`src/verilog/ocm_pkg.sv`:
```
package ocm_pkg;
  // Register offsets
  localparam logic [7:0] OCM_STOP_CTRL_ADDR = 8'h38;
  localparam logic [7:0] OCM_OSC_HALT_ADDR = 8'h39;
  localparam logic [7:0] OCM_WAKE_EN_ADDR = 8'h31;
  // Oscillator and halt control fields
  localparam int OCM_FAST_EN_BIT = 7;
  localparam int OCM_SLOW_EN_BIT = 6;
  localparam int OCM_CLK_SEL_BIT = 5;
  localparam int OCM_CPU_STOP_BIT = 4;
  localparam int OCM_PER_HALT_BIT = 2;
  localparam logic [7:0] OCM_OSC_HALT_RST = 8'h80;
  // Stop mode control fields
  localparam int OCM_STOP_BIT = 7;
  localparam int OCM_RELEASE_METHOD_BIT = 6;
  localparam int OCM_RETURN_MODE_SELECT_BIT = 5;
  localparam int OCM_OUTEN_BIT = 4;
  localparam int OCM_WUT_LSB = 2;
  localparam logic [7:0] OCM_STOP_CTRL_RST = 8'h00;
  localparam logic [3:0] OCM_WAKE_EN_RST = 4'h0;
  // Warm-up lengths in oscillator periods
  localparam int OCM_WU_FAST_0 = 3 * (2 ** 16);
  localparam int OCM_WU_FAST_1 = 2 ** 16;
  localparam int OCM_WU_FAST_2 = 3 * (2 ** 14);
  localparam int OCM_WU_FAST_3 = 2 ** 14;
  localparam int OCM_WU_SLOW_0 = 3 * (2 ** 13);
  localparam int OCM_WU_SLOW_1 = 2 ** 13;
  localparam int OCM_WU_SLOW_2 = 3 * (2 ** 6);
  localparam int OCM_WU_SLOW_3 = 2 ** 6;
  // Stop sequencer states, Gray along run-stop-warm
  typedef enum logic [1:0] {
    OCM_RUN = 2'b00,
    OCM_STOP = 2'b01,
    OCM_WARM = 2'b11
  } ocm_state_t;
endpackage

```
`src/verilog/ocm_ctrl.sv`:
```
// Added by the designer: the plain strobed port.
`timescale 1ns/10ps
module ocm_ctrl import ocm_pkg::*; #(
  parameter int WU_F0 = OCM_WU_FAST_0,
  parameter int WU_F1 = OCM_WU_FAST_1,
  parameter int WU_F2 = OCM_WU_FAST_2,
  parameter int WU_F3 = OCM_WU_FAST_3,
  parameter int WU_S0 = OCM_WU_SLOW_0,
  parameter int WU_S1 = OCM_WU_SLOW_1,
  parameter int WU_S2 = OCM_WU_SLOW_2,
  parameter int WU_S3 = OCM_WU_SLOW_3
) (
  input wire logic sys_clk,
  input wire logic rst,
  input wire logic [7:0] reg_addr,
  input wire logic [7:0] reg_wdata,
  input wire logic reg_wr,
  input wire logic reg_rd,
  output logic [7:0] reg_rdata,
  input wire logic stop_pin,
  input wire logic [3:0] key_wakeup_inputs,
  input wire logic idle_release,
  input wire logic tb_release,
  output logic fast_osc_on,
  output logic slow_osc_on,
  output logic main_clock_select,
  output logic cpu_halt,
  output logic wdt_halt,
  output logic periph_clock_halt,
  output logic stop_active,
  output logic warmup_active,
  output logic divider_clear,
  output logic port_output_keep,
  output logic sys_reset_req
);

  // Counter width covers the longest warm-up
  localparam int CW = 18;

  // Refuse lengths the counter cannot hold, at elaboration
  if (WU_F0 < 1 || WU_F0 >= 2 ** CW || WU_S0 < 1 || WU_S0 >= 2 ** CW ||
      WU_F1 < 1 || WU_F2 < 1 || WU_F3 < 1 || WU_S1 < 1 || WU_S2 < 1 ||
      WU_S3 < 1 || WU_F1 >= 2 ** CW || WU_F2 >= 2 ** CW ||
      WU_F3 >= 2 ** CW || WU_S1 >= 2 ** CW || WU_S2 >= 2 ** CW ||
      WU_S3 >= 2 ** CW) begin : g_bad_len
    $error("ocm_ctrl: warm-up length out of range");
  end

  // Register state
  logic [7:0] osc_ctl_ff; // Oscillator and halt control
  logic [7:0] stop_ctl_ff; // Stop mode control
  logic [3:0] wake_en_ff; // Key wakeup enables
  logic level_eff_ff; // Release method in force
  ocm_state_t state_ff; // Stop sequencer
  ocm_state_t nxt_state;
  logic [CW-1:0] wu_cnt_ff; // Warm-up divider
  logic [CW-1:0] wu_len; // Selected warm-up length
  // Pin synchronisers
  logic stop_meta_ff;
  logic stop_sync_ff;
  logic stop_prev_ff;
  logic [3:0] key_meta_ff;
  logic [3:0] key_sync_ff;
  // Decodes
  logic wr_osc;
  logic wr_stop;
  logic stop_rise;
  logic level_cond;
  logic release_now;
  logic warm_done;
  logic osc_fault;

  assign wr_osc = reg_wr && (reg_addr == OCM_OSC_HALT_ADDR);
  assign wr_stop = reg_wr && (reg_addr == OCM_STOP_CTRL_ADDR);
  assign stop_rise = stop_sync_ff && !stop_prev_ff;
  // Pin high or any enabled key low
  assign level_cond = stop_sync_ff ||
                      (|(wake_en_ff & ~key_sync_ff));
  // Keys take no part in edge release
  assign release_now = level_eff_ff ? level_cond : stop_rise;
  assign warm_done = (wu_cnt_ff == wu_len - 18'h00001);

  // Clock-in-use check on oscillator writes
  always_comb begin
    osc_fault = 1'b0;
    if (!reg_wdata[OCM_FAST_EN_BIT] && !reg_wdata[OCM_SLOW_EN_BIT]) begin
      osc_fault = 1'b1;
    end else if (!reg_wdata[OCM_CLK_SEL_BIT]) begin
      osc_fault = !reg_wdata[OCM_FAST_EN_BIT];
    end else begin
      osc_fault = !reg_wdata[OCM_SLOW_EN_BIT];
    end
  end

  // Warm-up length from field and return mode
  always_comb begin
    case ({stop_ctl_ff[OCM_RETURN_MODE_SELECT_BIT], stop_ctl_ff[OCM_WUT_LSB +: 2]})
      3'b000: wu_len = CW'(WU_F0);
      3'b001: wu_len = CW'(WU_F1);
      3'b010: wu_len = CW'(WU_F2);
      3'b011: wu_len = CW'(WU_F3);
      3'b100: wu_len = CW'(WU_S0);
      3'b101: wu_len = CW'(WU_S1);
      3'b110: wu_len = CW'(WU_S2);
      default: wu_len = CW'(WU_S3);
    endcase
  end

  // Two-stage pin synchronisers
  always_ff @(posedge sys_clk or posedge rst) begin
    if (rst) begin
      stop_meta_ff <= 1'b0;
      stop_sync_ff <= 1'b0;
      stop_prev_ff <= 1'b0;
      key_meta_ff <= 4'hf;
      key_sync_ff <= 4'hf;
    end else begin
      stop_meta_ff <= stop_pin;
      stop_sync_ff <= stop_meta_ff;
      stop_prev_ff <= stop_sync_ff;
      key_meta_ff <= key_wakeup_inputs;
      key_sync_ff <= key_meta_ff;
    end
  end

  // Stop sequencer next state
  always_comb begin
    nxt_state = state_ff;
    case (state_ff)
      OCM_RUN: begin
        if (wr_stop && reg_wdata[OCM_STOP_BIT]) begin
          // Level mode with release present skips stop
          if (level_eff_ff && level_cond) begin
            nxt_state = OCM_WARM;
          end else begin
            nxt_state = OCM_STOP;
          end
        end
      end
      OCM_STOP: begin
        if (release_now) begin
          nxt_state = OCM_WARM;
        end
      end
      OCM_WARM: begin
        // Only the terminal count leaves warm-up
        if (warm_done) begin
          nxt_state = OCM_RUN;
        end
      end
      default: nxt_state = OCM_RUN;
    endcase
  end

  // Sequencer state
  always_ff @(posedge sys_clk or posedge rst) begin
    if (rst) begin
      state_ff <= OCM_RUN;
    end else begin
      state_ff <= nxt_state;
    end
  end

  // Warm-up divider, cleared whenever not in warm-up
  always_ff @(posedge sys_clk or posedge rst) begin
    if (rst) begin
      wu_cnt_ff <= '0;
    end else if (state_ff != OCM_WARM) begin
      wu_cnt_ff <= '0;
    end else if (!warm_done) begin
      wu_cnt_ff <= wu_cnt_ff + 18'h00001;
    end
  end

  // Release method in force
  always_ff @(posedge sys_clk or posedge rst) begin
    if (rst) begin
      level_eff_ff <= 1'b0;
    end else if (!stop_ctl_ff[OCM_RELEASE_METHOD_BIT]) begin
      level_eff_ff <= 1'b0;
    end else if (!level_eff_ff && stop_rise) begin
      level_eff_ff <= 1'b1;
    end
  end

  // Stop mode control register
  always_ff @(posedge sys_clk or posedge rst) begin
    if (rst) begin
      stop_ctl_ff <= OCM_STOP_CTRL_RST;
    end else if (wr_stop && state_ff == OCM_RUN) begin
      stop_ctl_ff <= reg_wdata;
    end else if (state_ff == OCM_WARM && warm_done) begin
      stop_ctl_ff[OCM_STOP_BIT] <= 1'b0;
    end
  end

  // Key wakeup enable register
  always_ff @(posedge sys_clk or posedge rst) begin
    if (rst) begin
      wake_en_ff <= OCM_WAKE_EN_RST;
    end else if (reg_wr && reg_addr == OCM_WAKE_EN_ADDR) begin
      wake_en_ff <= reg_wdata[3:0];
    end
  end

  // Oscillator and halt control register
  always_ff @(posedge sys_clk or posedge rst) begin
    if (rst) begin
      osc_ctl_ff <= OCM_OSC_HALT_RST;
    end else if (state_ff == OCM_WARM && warm_done) begin
      // Return mode decides the clock after stop
      if (stop_ctl_ff[OCM_RETURN_MODE_SELECT_BIT]) begin
        osc_ctl_ff[OCM_CLK_SEL_BIT] <= 1'b1;
        osc_ctl_ff[OCM_SLOW_EN_BIT] <= 1'b1;
      end else begin
        osc_ctl_ff[OCM_CLK_SEL_BIT] <= 1'b0;
        osc_ctl_ff[OCM_FAST_EN_BIT] <= 1'b1;
      end
    end else if (wr_osc) begin
      // Undefined bits are not stored
      osc_ctl_ff <= reg_wdata & 8'hf4;
    end else begin
      if (idle_release) begin
        osc_ctl_ff[OCM_CPU_STOP_BIT] <= 1'b0;
      end
      // Accepted in any cycle without an oscillator write or warm-up end, so the halt may be short
      if (tb_release) begin
        osc_ctl_ff[OCM_PER_HALT_BIT] <= 1'b0;
      end
    end
  end

  // Registered outputs
  always_ff @(posedge sys_clk or posedge rst) begin
    if (rst) begin
      fast_osc_on <= 1'b1;
      slow_osc_on <= 1'b0;
      main_clock_select <= 1'b0;
      cpu_halt <= 1'b0;
      wdt_halt <= 1'b0;
      periph_clock_halt <= 1'b0;
      stop_active <= 1'b0;
      warmup_active <= 1'b0;
      divider_clear <= 1'b0;
      port_output_keep <= 1'b0;
      sys_reset_req <= 1'b0;
    end else begin
      // Oscillators off in stop; warm-up restarts the return-mode one, slow also if enabled
      fast_osc_on <= (state_ff == OCM_STOP) ? 1'b0 :
                     (state_ff == OCM_WARM) ?
                     !stop_ctl_ff[OCM_RETURN_MODE_SELECT_BIT] :
                     osc_ctl_ff[OCM_FAST_EN_BIT];
      slow_osc_on <= (state_ff == OCM_STOP) ? 1'b0 :
                     (state_ff == OCM_WARM) ?
                     (stop_ctl_ff[OCM_RETURN_MODE_SELECT_BIT] |
                      osc_ctl_ff[OCM_SLOW_EN_BIT]) :
                     osc_ctl_ff[OCM_SLOW_EN_BIT];
      main_clock_select <= osc_ctl_ff[OCM_CLK_SEL_BIT];
      // Program counter and state held while halted
      cpu_halt <= osc_ctl_ff[OCM_CPU_STOP_BIT] ||
                  (state_ff != OCM_RUN);
      wdt_halt <= osc_ctl_ff[OCM_CPU_STOP_BIT] ||
                  (state_ff != OCM_RUN);
      periph_clock_halt <= osc_ctl_ff[OCM_PER_HALT_BIT] ||
                           (state_ff != OCM_RUN);
      stop_active <= (state_ff == OCM_STOP);
      warmup_active <= (state_ff == OCM_WARM);
      divider_clear <= (state_ff == OCM_STOP);
      port_output_keep <= stop_ctl_ff[OCM_OUTEN_BIT];
      sys_reset_req <= wr_osc && osc_fault;
    end
  end

  // Read data, one cycle after the strobe
  always_ff @(posedge sys_clk or posedge rst) begin
    if (rst) begin
      reg_rdata <= 8'h00;
    end else if (reg_rd) begin
      case (reg_addr)
        OCM_OSC_HALT_ADDR: reg_rdata <= osc_ctl_ff & 8'hf4;
        OCM_STOP_CTRL_ADDR: reg_rdata <= stop_ctl_ff & 8'hfc;
        OCM_WAKE_EN_ADDR: reg_rdata <= {4'h0, wake_en_ff};
        default: reg_rdata <= 8'h00;
      endcase
    end else begin
      reg_rdata <= 8'h00;
    end
  end
endmodule

```
`config.mk`:
```
export PLATFORM = sky130hd
export DESIGN_NAME = ocm_ctrl
export DESIGN_NICKNAME = d
export VERILOG_FILES = /design/src/verilog/ocm_pkg.sv /design/src/verilog/ocm_ctrl.sv
export SDC_FILE = /design/constraint.sdc
export NUM_CORES = 1
export LEC_CHECK = 0
export ABC_AREA = 1
export BUFFER_PORTS_ARGS = -buffer_cell sky130_fd_sc_hd__buf_2
export CORE_ASPECT_RATIO = 1.2
export CORE_MARGIN = 1.5
export CORE_UTILIZATION = 24
export DETAILED_ROUTE_END_ITERATION = 8
export GPL_ROUTABILITY_DRIVEN = 1
export PLACE_DENSITY = 0.46
export SYNTH_ARGS = -nofsm -noshare
export SYNTH_HDL_FRONTEND = slang
export SYNTH_SLANG_ARGS = --single-unit
```
`constraint.sdc`:
```
create_clock -name sys_clk -period 6.45 [get_ports sys_clk]
set_input_delay 1.29 -clock sys_clk [delete_from_list [all_inputs] [get_ports sys_clk]]
set_output_delay 1.29 -clock sys_clk [all_outputs]
set_load 0.02 [all_outputs]
```
# After elaboration in Yosys (flattened, before gate mapping)
# Index checks and enable logic that the tools add are counted.
# word_totals
ff_bits	66
output_inout_bits	19
in_bits	27
# classes
n_eq_ne	20
n_reduce_logical	32
mux	30
n_addsub	2
n_bitwise	4
# ops
cell	n
18-bit case mux with 7 select lines	1
18-bit 2-to-1 mux	2
8-bit by 6-bit equality test with 1-bit output, second input constant	3
8-bit case mux with 3 select lines	1
18-bit by 1-bit adder with 18-bit output, second input constant	1
18-bit equality test	1
1-bit 2-to-1 mux	18
18-bit by 1-bit subtractor with 18-bit output, second input constant	1
2-bit inequality test, second input constant	6
1-bit logical AND	11
2-bit nonzero test	5
3-bit equality test, second input constant	3
2-bit 2-to-1 mux	4
8-bit 2-to-1 mux	1
2-bit AND reduction	4
3-bit by 2-bit equality test with 1-bit output, second input constant	2
3-bit 2-to-1 mux	2
2-bit case mux with 3 select lines	1
1-bit zero test	5
4-bit bitwise AND	1
2-bit by 1-bit inequality test with 1-bit output, second input constant	2
4-bit NOT	1
4-bit OR reduction	1
3-bit by 1-bit equality test with 1-bit output, second input constant	1
other kinds (8)	10

# Longest topological paths before layout
# logic_depth
word_depth	8
mapped_depth	15

# Worst setup path after synthesis
# No wires, ideal clock.
# synth_path
path_type	input to register
start	input reg_addr[7]
end	register stop_ctl_ff[7]
setup_ps	129
n_path_buf	1
required_time_ps	6321
slack_ps	4117
path_stages	7
arrival_time_ps	2204
path_cell_list	nor2_1 -> nand3_1 -> nor2_2 -> nand3_1 -> clkbuf_1 -> nand3_1 -> o21ai_1
# synth_via
elab_chain_cells	4
word_cells_on_any_way	5
classes_between	eq/ne: 1; mux: 1; reduce/logical: 3
# synth_lines
item	line	text
start: declaration	ocm_ctrl.sv:15	input wire logic [7:0] reg_addr,
8-bit by 6-bit equality test with 1-bit output *	ocm_ctrl.sv:74	assign wr_stop = reg_wr && (reg_addr == OCM_STOP_CTRL_ADDR);
1-bit logical AND *	ocm_ctrl.sv:74	
1-bit logical AND *	ocm_ctrl.sv:190	end else if (wr_stop && state_ff == OCM_RUN) begin
1-bit 2-to-1 mux or 2-bit nonzero test (tied branches)	--	
end signal: assignment	ocm_ctrl.sv:191	stop_ctl_ff <= reg_wdata;
end: declaration	ocm_ctrl.sv:51	logic [7:0] stop_ctl_ff;
# Mark *: on every way between the ends. The rest lies on a longest branch, timed or not.
# A chain may end at the register's enable or synchronous reset.

# Final worst setup path
# layout_path
start	register stop_ctl_ff[5]
end	register osc_ctl_ff[5]
# layout_via
elab_chain_cells	6
word_cells_on_any_way	14
classes_between	add/sub: 1; eq/ne: 7; mux: 3; reduce/logical: 3
# layout_lines
item	line	text
3-bit equality test (tied with other cells)	ocm_ctrl.sv:97	case ({stop_ctl_ff[OCM_RETURN_MODE_SELECT_BIT], stop_ctl_ff[OCM_WUT_LSB +: 2]})
18-bit case mux with 7 select lines	ocm_ctrl.sv:97	
18-bit by 1-bit subtractor with 18-bit output	ocm_ctrl.sv:81	assign warm_done = (wu_cnt_ff == wu_len - 18'h00001);
18-bit equality test	ocm_ctrl.sv:81	
1-bit logical AND	ocm_ctrl.sv:210	end else if (state_ff == OCM_WARM && warm_done) begin
3-bit 2-to-1 mux or 2-bit nonzero test (tied branches)	--	
end signal: assignment	ocm_ctrl.sv:221	osc_ctl_ff <= reg_wdata & 8'hf4;
end: declaration	ocm_ctrl.sv:50	logic [7:0] osc_ctl_ff;
# Parallel ways exist; a longest one is shown, timed or not.

==> metrics.md <==
| Metric | Value |
|---|---|
| Pwr dens | `295.4 mW/mm²` |
| Syn Std Cell Area | `0.003092 mm²` |
| # IOs | `46` |
| Layout cell share with drive strength beyond 1 | `0.2322` |
| Grt total ovfl | `0` |
| Worst setup path class | `flip-flop to flip-flop` |
| CP Max Fanout | `15` |
| Slowest Stage Delay on Critical Path | `0.62 ns` |
| Post-Syn Instances | `367` |
| H-tree levels | `3` |
| Total power | `0.001107 W` |
| Status | `finished clean` |
| Clock skew | `0.005789 ns` |
| Most common cell in the netlist | `nand2_1` |
| Critical Path, Cell by Cell | `inv_4 > or2_2 > ha_1 > inv_1 > nand2_1 > nand3_1 > nor2_1 > nand2_1 > nor2_4 > nand3_4 > inv_2 > nand2_1 > nand3_1` |
| DR vias | `2,526` |
| Top cells by area, synth | `dfrtp_1, nand2_1, dfstp_2` |
| DRT antenna net count | `0` |
| Clk_lat worst skew | `0.33 ns` |
| FF+latch count, synth | `64` |
| # fillers | `1,384` |
| Post-synth top area share | `0.4371` |
| Lkg Pwr | `1.775 nW` |
| Row cnt | `45` |
| NumNets Final | `446` |
| Delay-heaviest family, CP | `simple AND/OR/NAND/NOR gates` |
| Final HPWL from detailed placement | `5429 µm` |
| CP Launch Type | `flip-flop` |
| CTS tree | `done` |
| Worst slew margin | `0.4446` |
| Setup crit end kind | `flip-flop` |
| RSZ-0062 raised after global routing | `false` |
| Die Y | `127.3 µm` |
| Drt initial violations | `89` |
| Total setup buffers inserted after CTS | `0` |
| Die width | `106.6 µm` |
| Worst Hold Class | `flip-flop to flip-flop` |
| Buffers on Ports | `45` |
| Cts bufs inserted | `9` |
| Synth-to-layout area growth | `21.21%` |
| Detailed Routing Iterations Pass 1 | `4` |
| Flop pwr share | `0.430` |
| Internal power | `0.0007722 W` |
| DRC | `0` |
| Sw Ratio | `0.3024` |
| Vias in the first global route | `2,441` |
| Post-Route WL | `7380 µm` |
| Total clock sinks | `64` |
| DR WL/cell | `12.59 µm` |
| Slew @ Worst Pin | `0.8330 ns` |
| Final period utilization | `0.3980` |
| Core Region | `0.01261 mm²` |
| Post-CTS sizing | `0` |
| Setup TNS | `0 ns` |
| Number of setup violations in the final report | `0` |
| Final min period | `2.567 ns` |
| Critical Path Most Common Cell | `nand2_1` |
| Antenna violations before repair | `0` |
| Synth cell count leaders | `nand2_1, dfrtp_1, inv_1, nor2_1, nand3_1` |
| Sequential element share of the synthesized area | `0.5221` |
| Area leader, netlist | `dfrtp_1` |
| F_max | `389.5 MHz` |
| Root buffer cell | `clkbuf_16` |
| Clock Power Share | `0.405` |
| Maxcap violations | `0` |
| Starting Density | `0.2451` |
| Slowest-stage cell, CP | `dfrtp_1` |
| Final Hold Fails | `0` |
| Hold slack | `0.3462 ns` |
| Critical path data arrival time | `2.83 ns` |
| Largest net degree at the start of global routing | `65` |
| Clock Path Buffers | `2` |
| Worst VDD drop | `0.1274 mV` |
| Clock transition at path regs | `0.06 ns` |
| Post-synth top flop | `dfrtp_1` |
| GRT Total Usage | `0.1188` |
| Number of enable flip-flop cells after synthesis | `0` |
| Max-slew violation count | `0` |
| Avg Inst Size Synth | `8.424 µm²` |
| Yosys cell types | `34` |
| Ant. Diodes | `0` |
| Buf/Inv on CP | `3` |
| Die area | `0.01357 mm²` |
| Cts hold-fix bufs | `0` |
| Synth Warn # | `0` |
| Placer congestion estimate | `0.8833` |
| Post-Syn Nets | `396` |
| Vias per cell | `4.311` |
| First-pass GRT wire length | `12,410 µm` |
| Sw power | `0.0003348 W` |
| Logic pwr share | `0.165` |
| Required time worst endpoint | `6.71 ns` |
| Asr flop ratio synth | `1.000` |
-- through the flow --
step	utilization	cells	cell area [µm²]	worst slack [ns]
global route	0.2971	586	3747	3.607
detailed placement	0.2753	570	3472	3.682
floorplan	-	367	3092	3.578
finish	0.2971	586	3747	3.883
global placement	0.2753	570	3472	3.741
CTS	0.2971	586	3747	3.850
-- placed cells by master, fill, tap and decap left out, drive strengths merged --
cell,Yosys,routed
a211oi,1,1
a21oi,19,19
a31oi,2,2
buf,6,46
clkbuf,1,11
clkinv,0,2
clkinvlp,0,3
dfrtp,54,54
dfstp,10,10
ha,2,2
inv,50,50
mux2,1,1
nand2,103,103
nand3,32,32
nand4,5,5
nor2,38,38
nor3,10,10
o211ai,1,1
o21ai,22,22
o31ai,1,1
or2,2,2
xnor2,1,1
xor2,6,6
-- per-layer routing --
layer	track usage	vias to the layer above	wire, µm
met5	0	-	0
met4	0.04784	0	126
met3	0.03163	9	345
met2	0.1961	60	3570
met1	0.1469	1190	3338
li1	-	1267	-
-- cell families (layout without fill, tap and decap cells) --
logic type                 count (synthesis)  in the layout  share of synthesized area
AOI/OAI and AO/OA                         46             46                    0.08620
muxes                                      1              1                   0.003642
adders and majority gates                  2              2                   0.008093
buffers and inverters                     57            112                    0.08012
xor gates and xnor gates                   7              7                    0.01983
DFF                                       64             64                     0.5221
and+or+nand+nor                          190            190                     0.2801
-- power groups by stage --
stage	Clock, W	Sequential, W	Combinational [W]
after detailed placement	0	0.000483	0.000187
after global routing	0.000478	0.000482	0.000209
after floorplan	0	0.000499	0.000113
after global placement	0	0.000482	0.000186
final	0.000449	0.000476	0.000183
after CTS	0.000462	0.000476	0.000187
-- path summary, 6_finish.rpt --
path                                startpoint            end  slack (ns)  cells after the start
min in group asynchronous                  rst   wu_cnt_ff[1]        1.20                      3
worst min register to register    stop_meta_ff   stop_sync_ff        0.35                      0
max in group asynchronous                  rst  wu_cnt_ff[14]        4.70                      3
worst max-delay path            stop_ctl_ff[5]  osc_ctl_ff[5]        3.88                     13
worst min-delay path              stop_meta_ff   stop_sync_ff        0.35                      0
worst max register to register  stop_ctl_ff[5]  osc_ctl_ff[5]        3.88                     13
-- registers in the layout, indices dropped and copies added, names as in the netlist, 2 cells and up --
register     cells
wake_en_ff       4
state_ff         2
stop_ctl_ff      6
key_sync_ff      4
key_meta_ff      4
reg_rdata        8
osc_ctl_ff       5
wu_cnt_ff       18
-- layout make-up --
class / instances / area [µm²] / share of cell area
Sequential cell: 64 / 1614 / 0.4307
Timing Repair Buffer: 46 / 232.7 / 0.06210
Inverter: 50 / 190.2 / 0.05075
Clock inverter: 5 / 32.53 / 0.008681
Tap cell: 164 / 205.2 / 0.05476
Clock buffer: 11 / 242.7 / 0.06477
Multi-Input combinational cell: 246 / 1230 / 0.3282
Note: power is estimated with default switching activity, not from simulation.
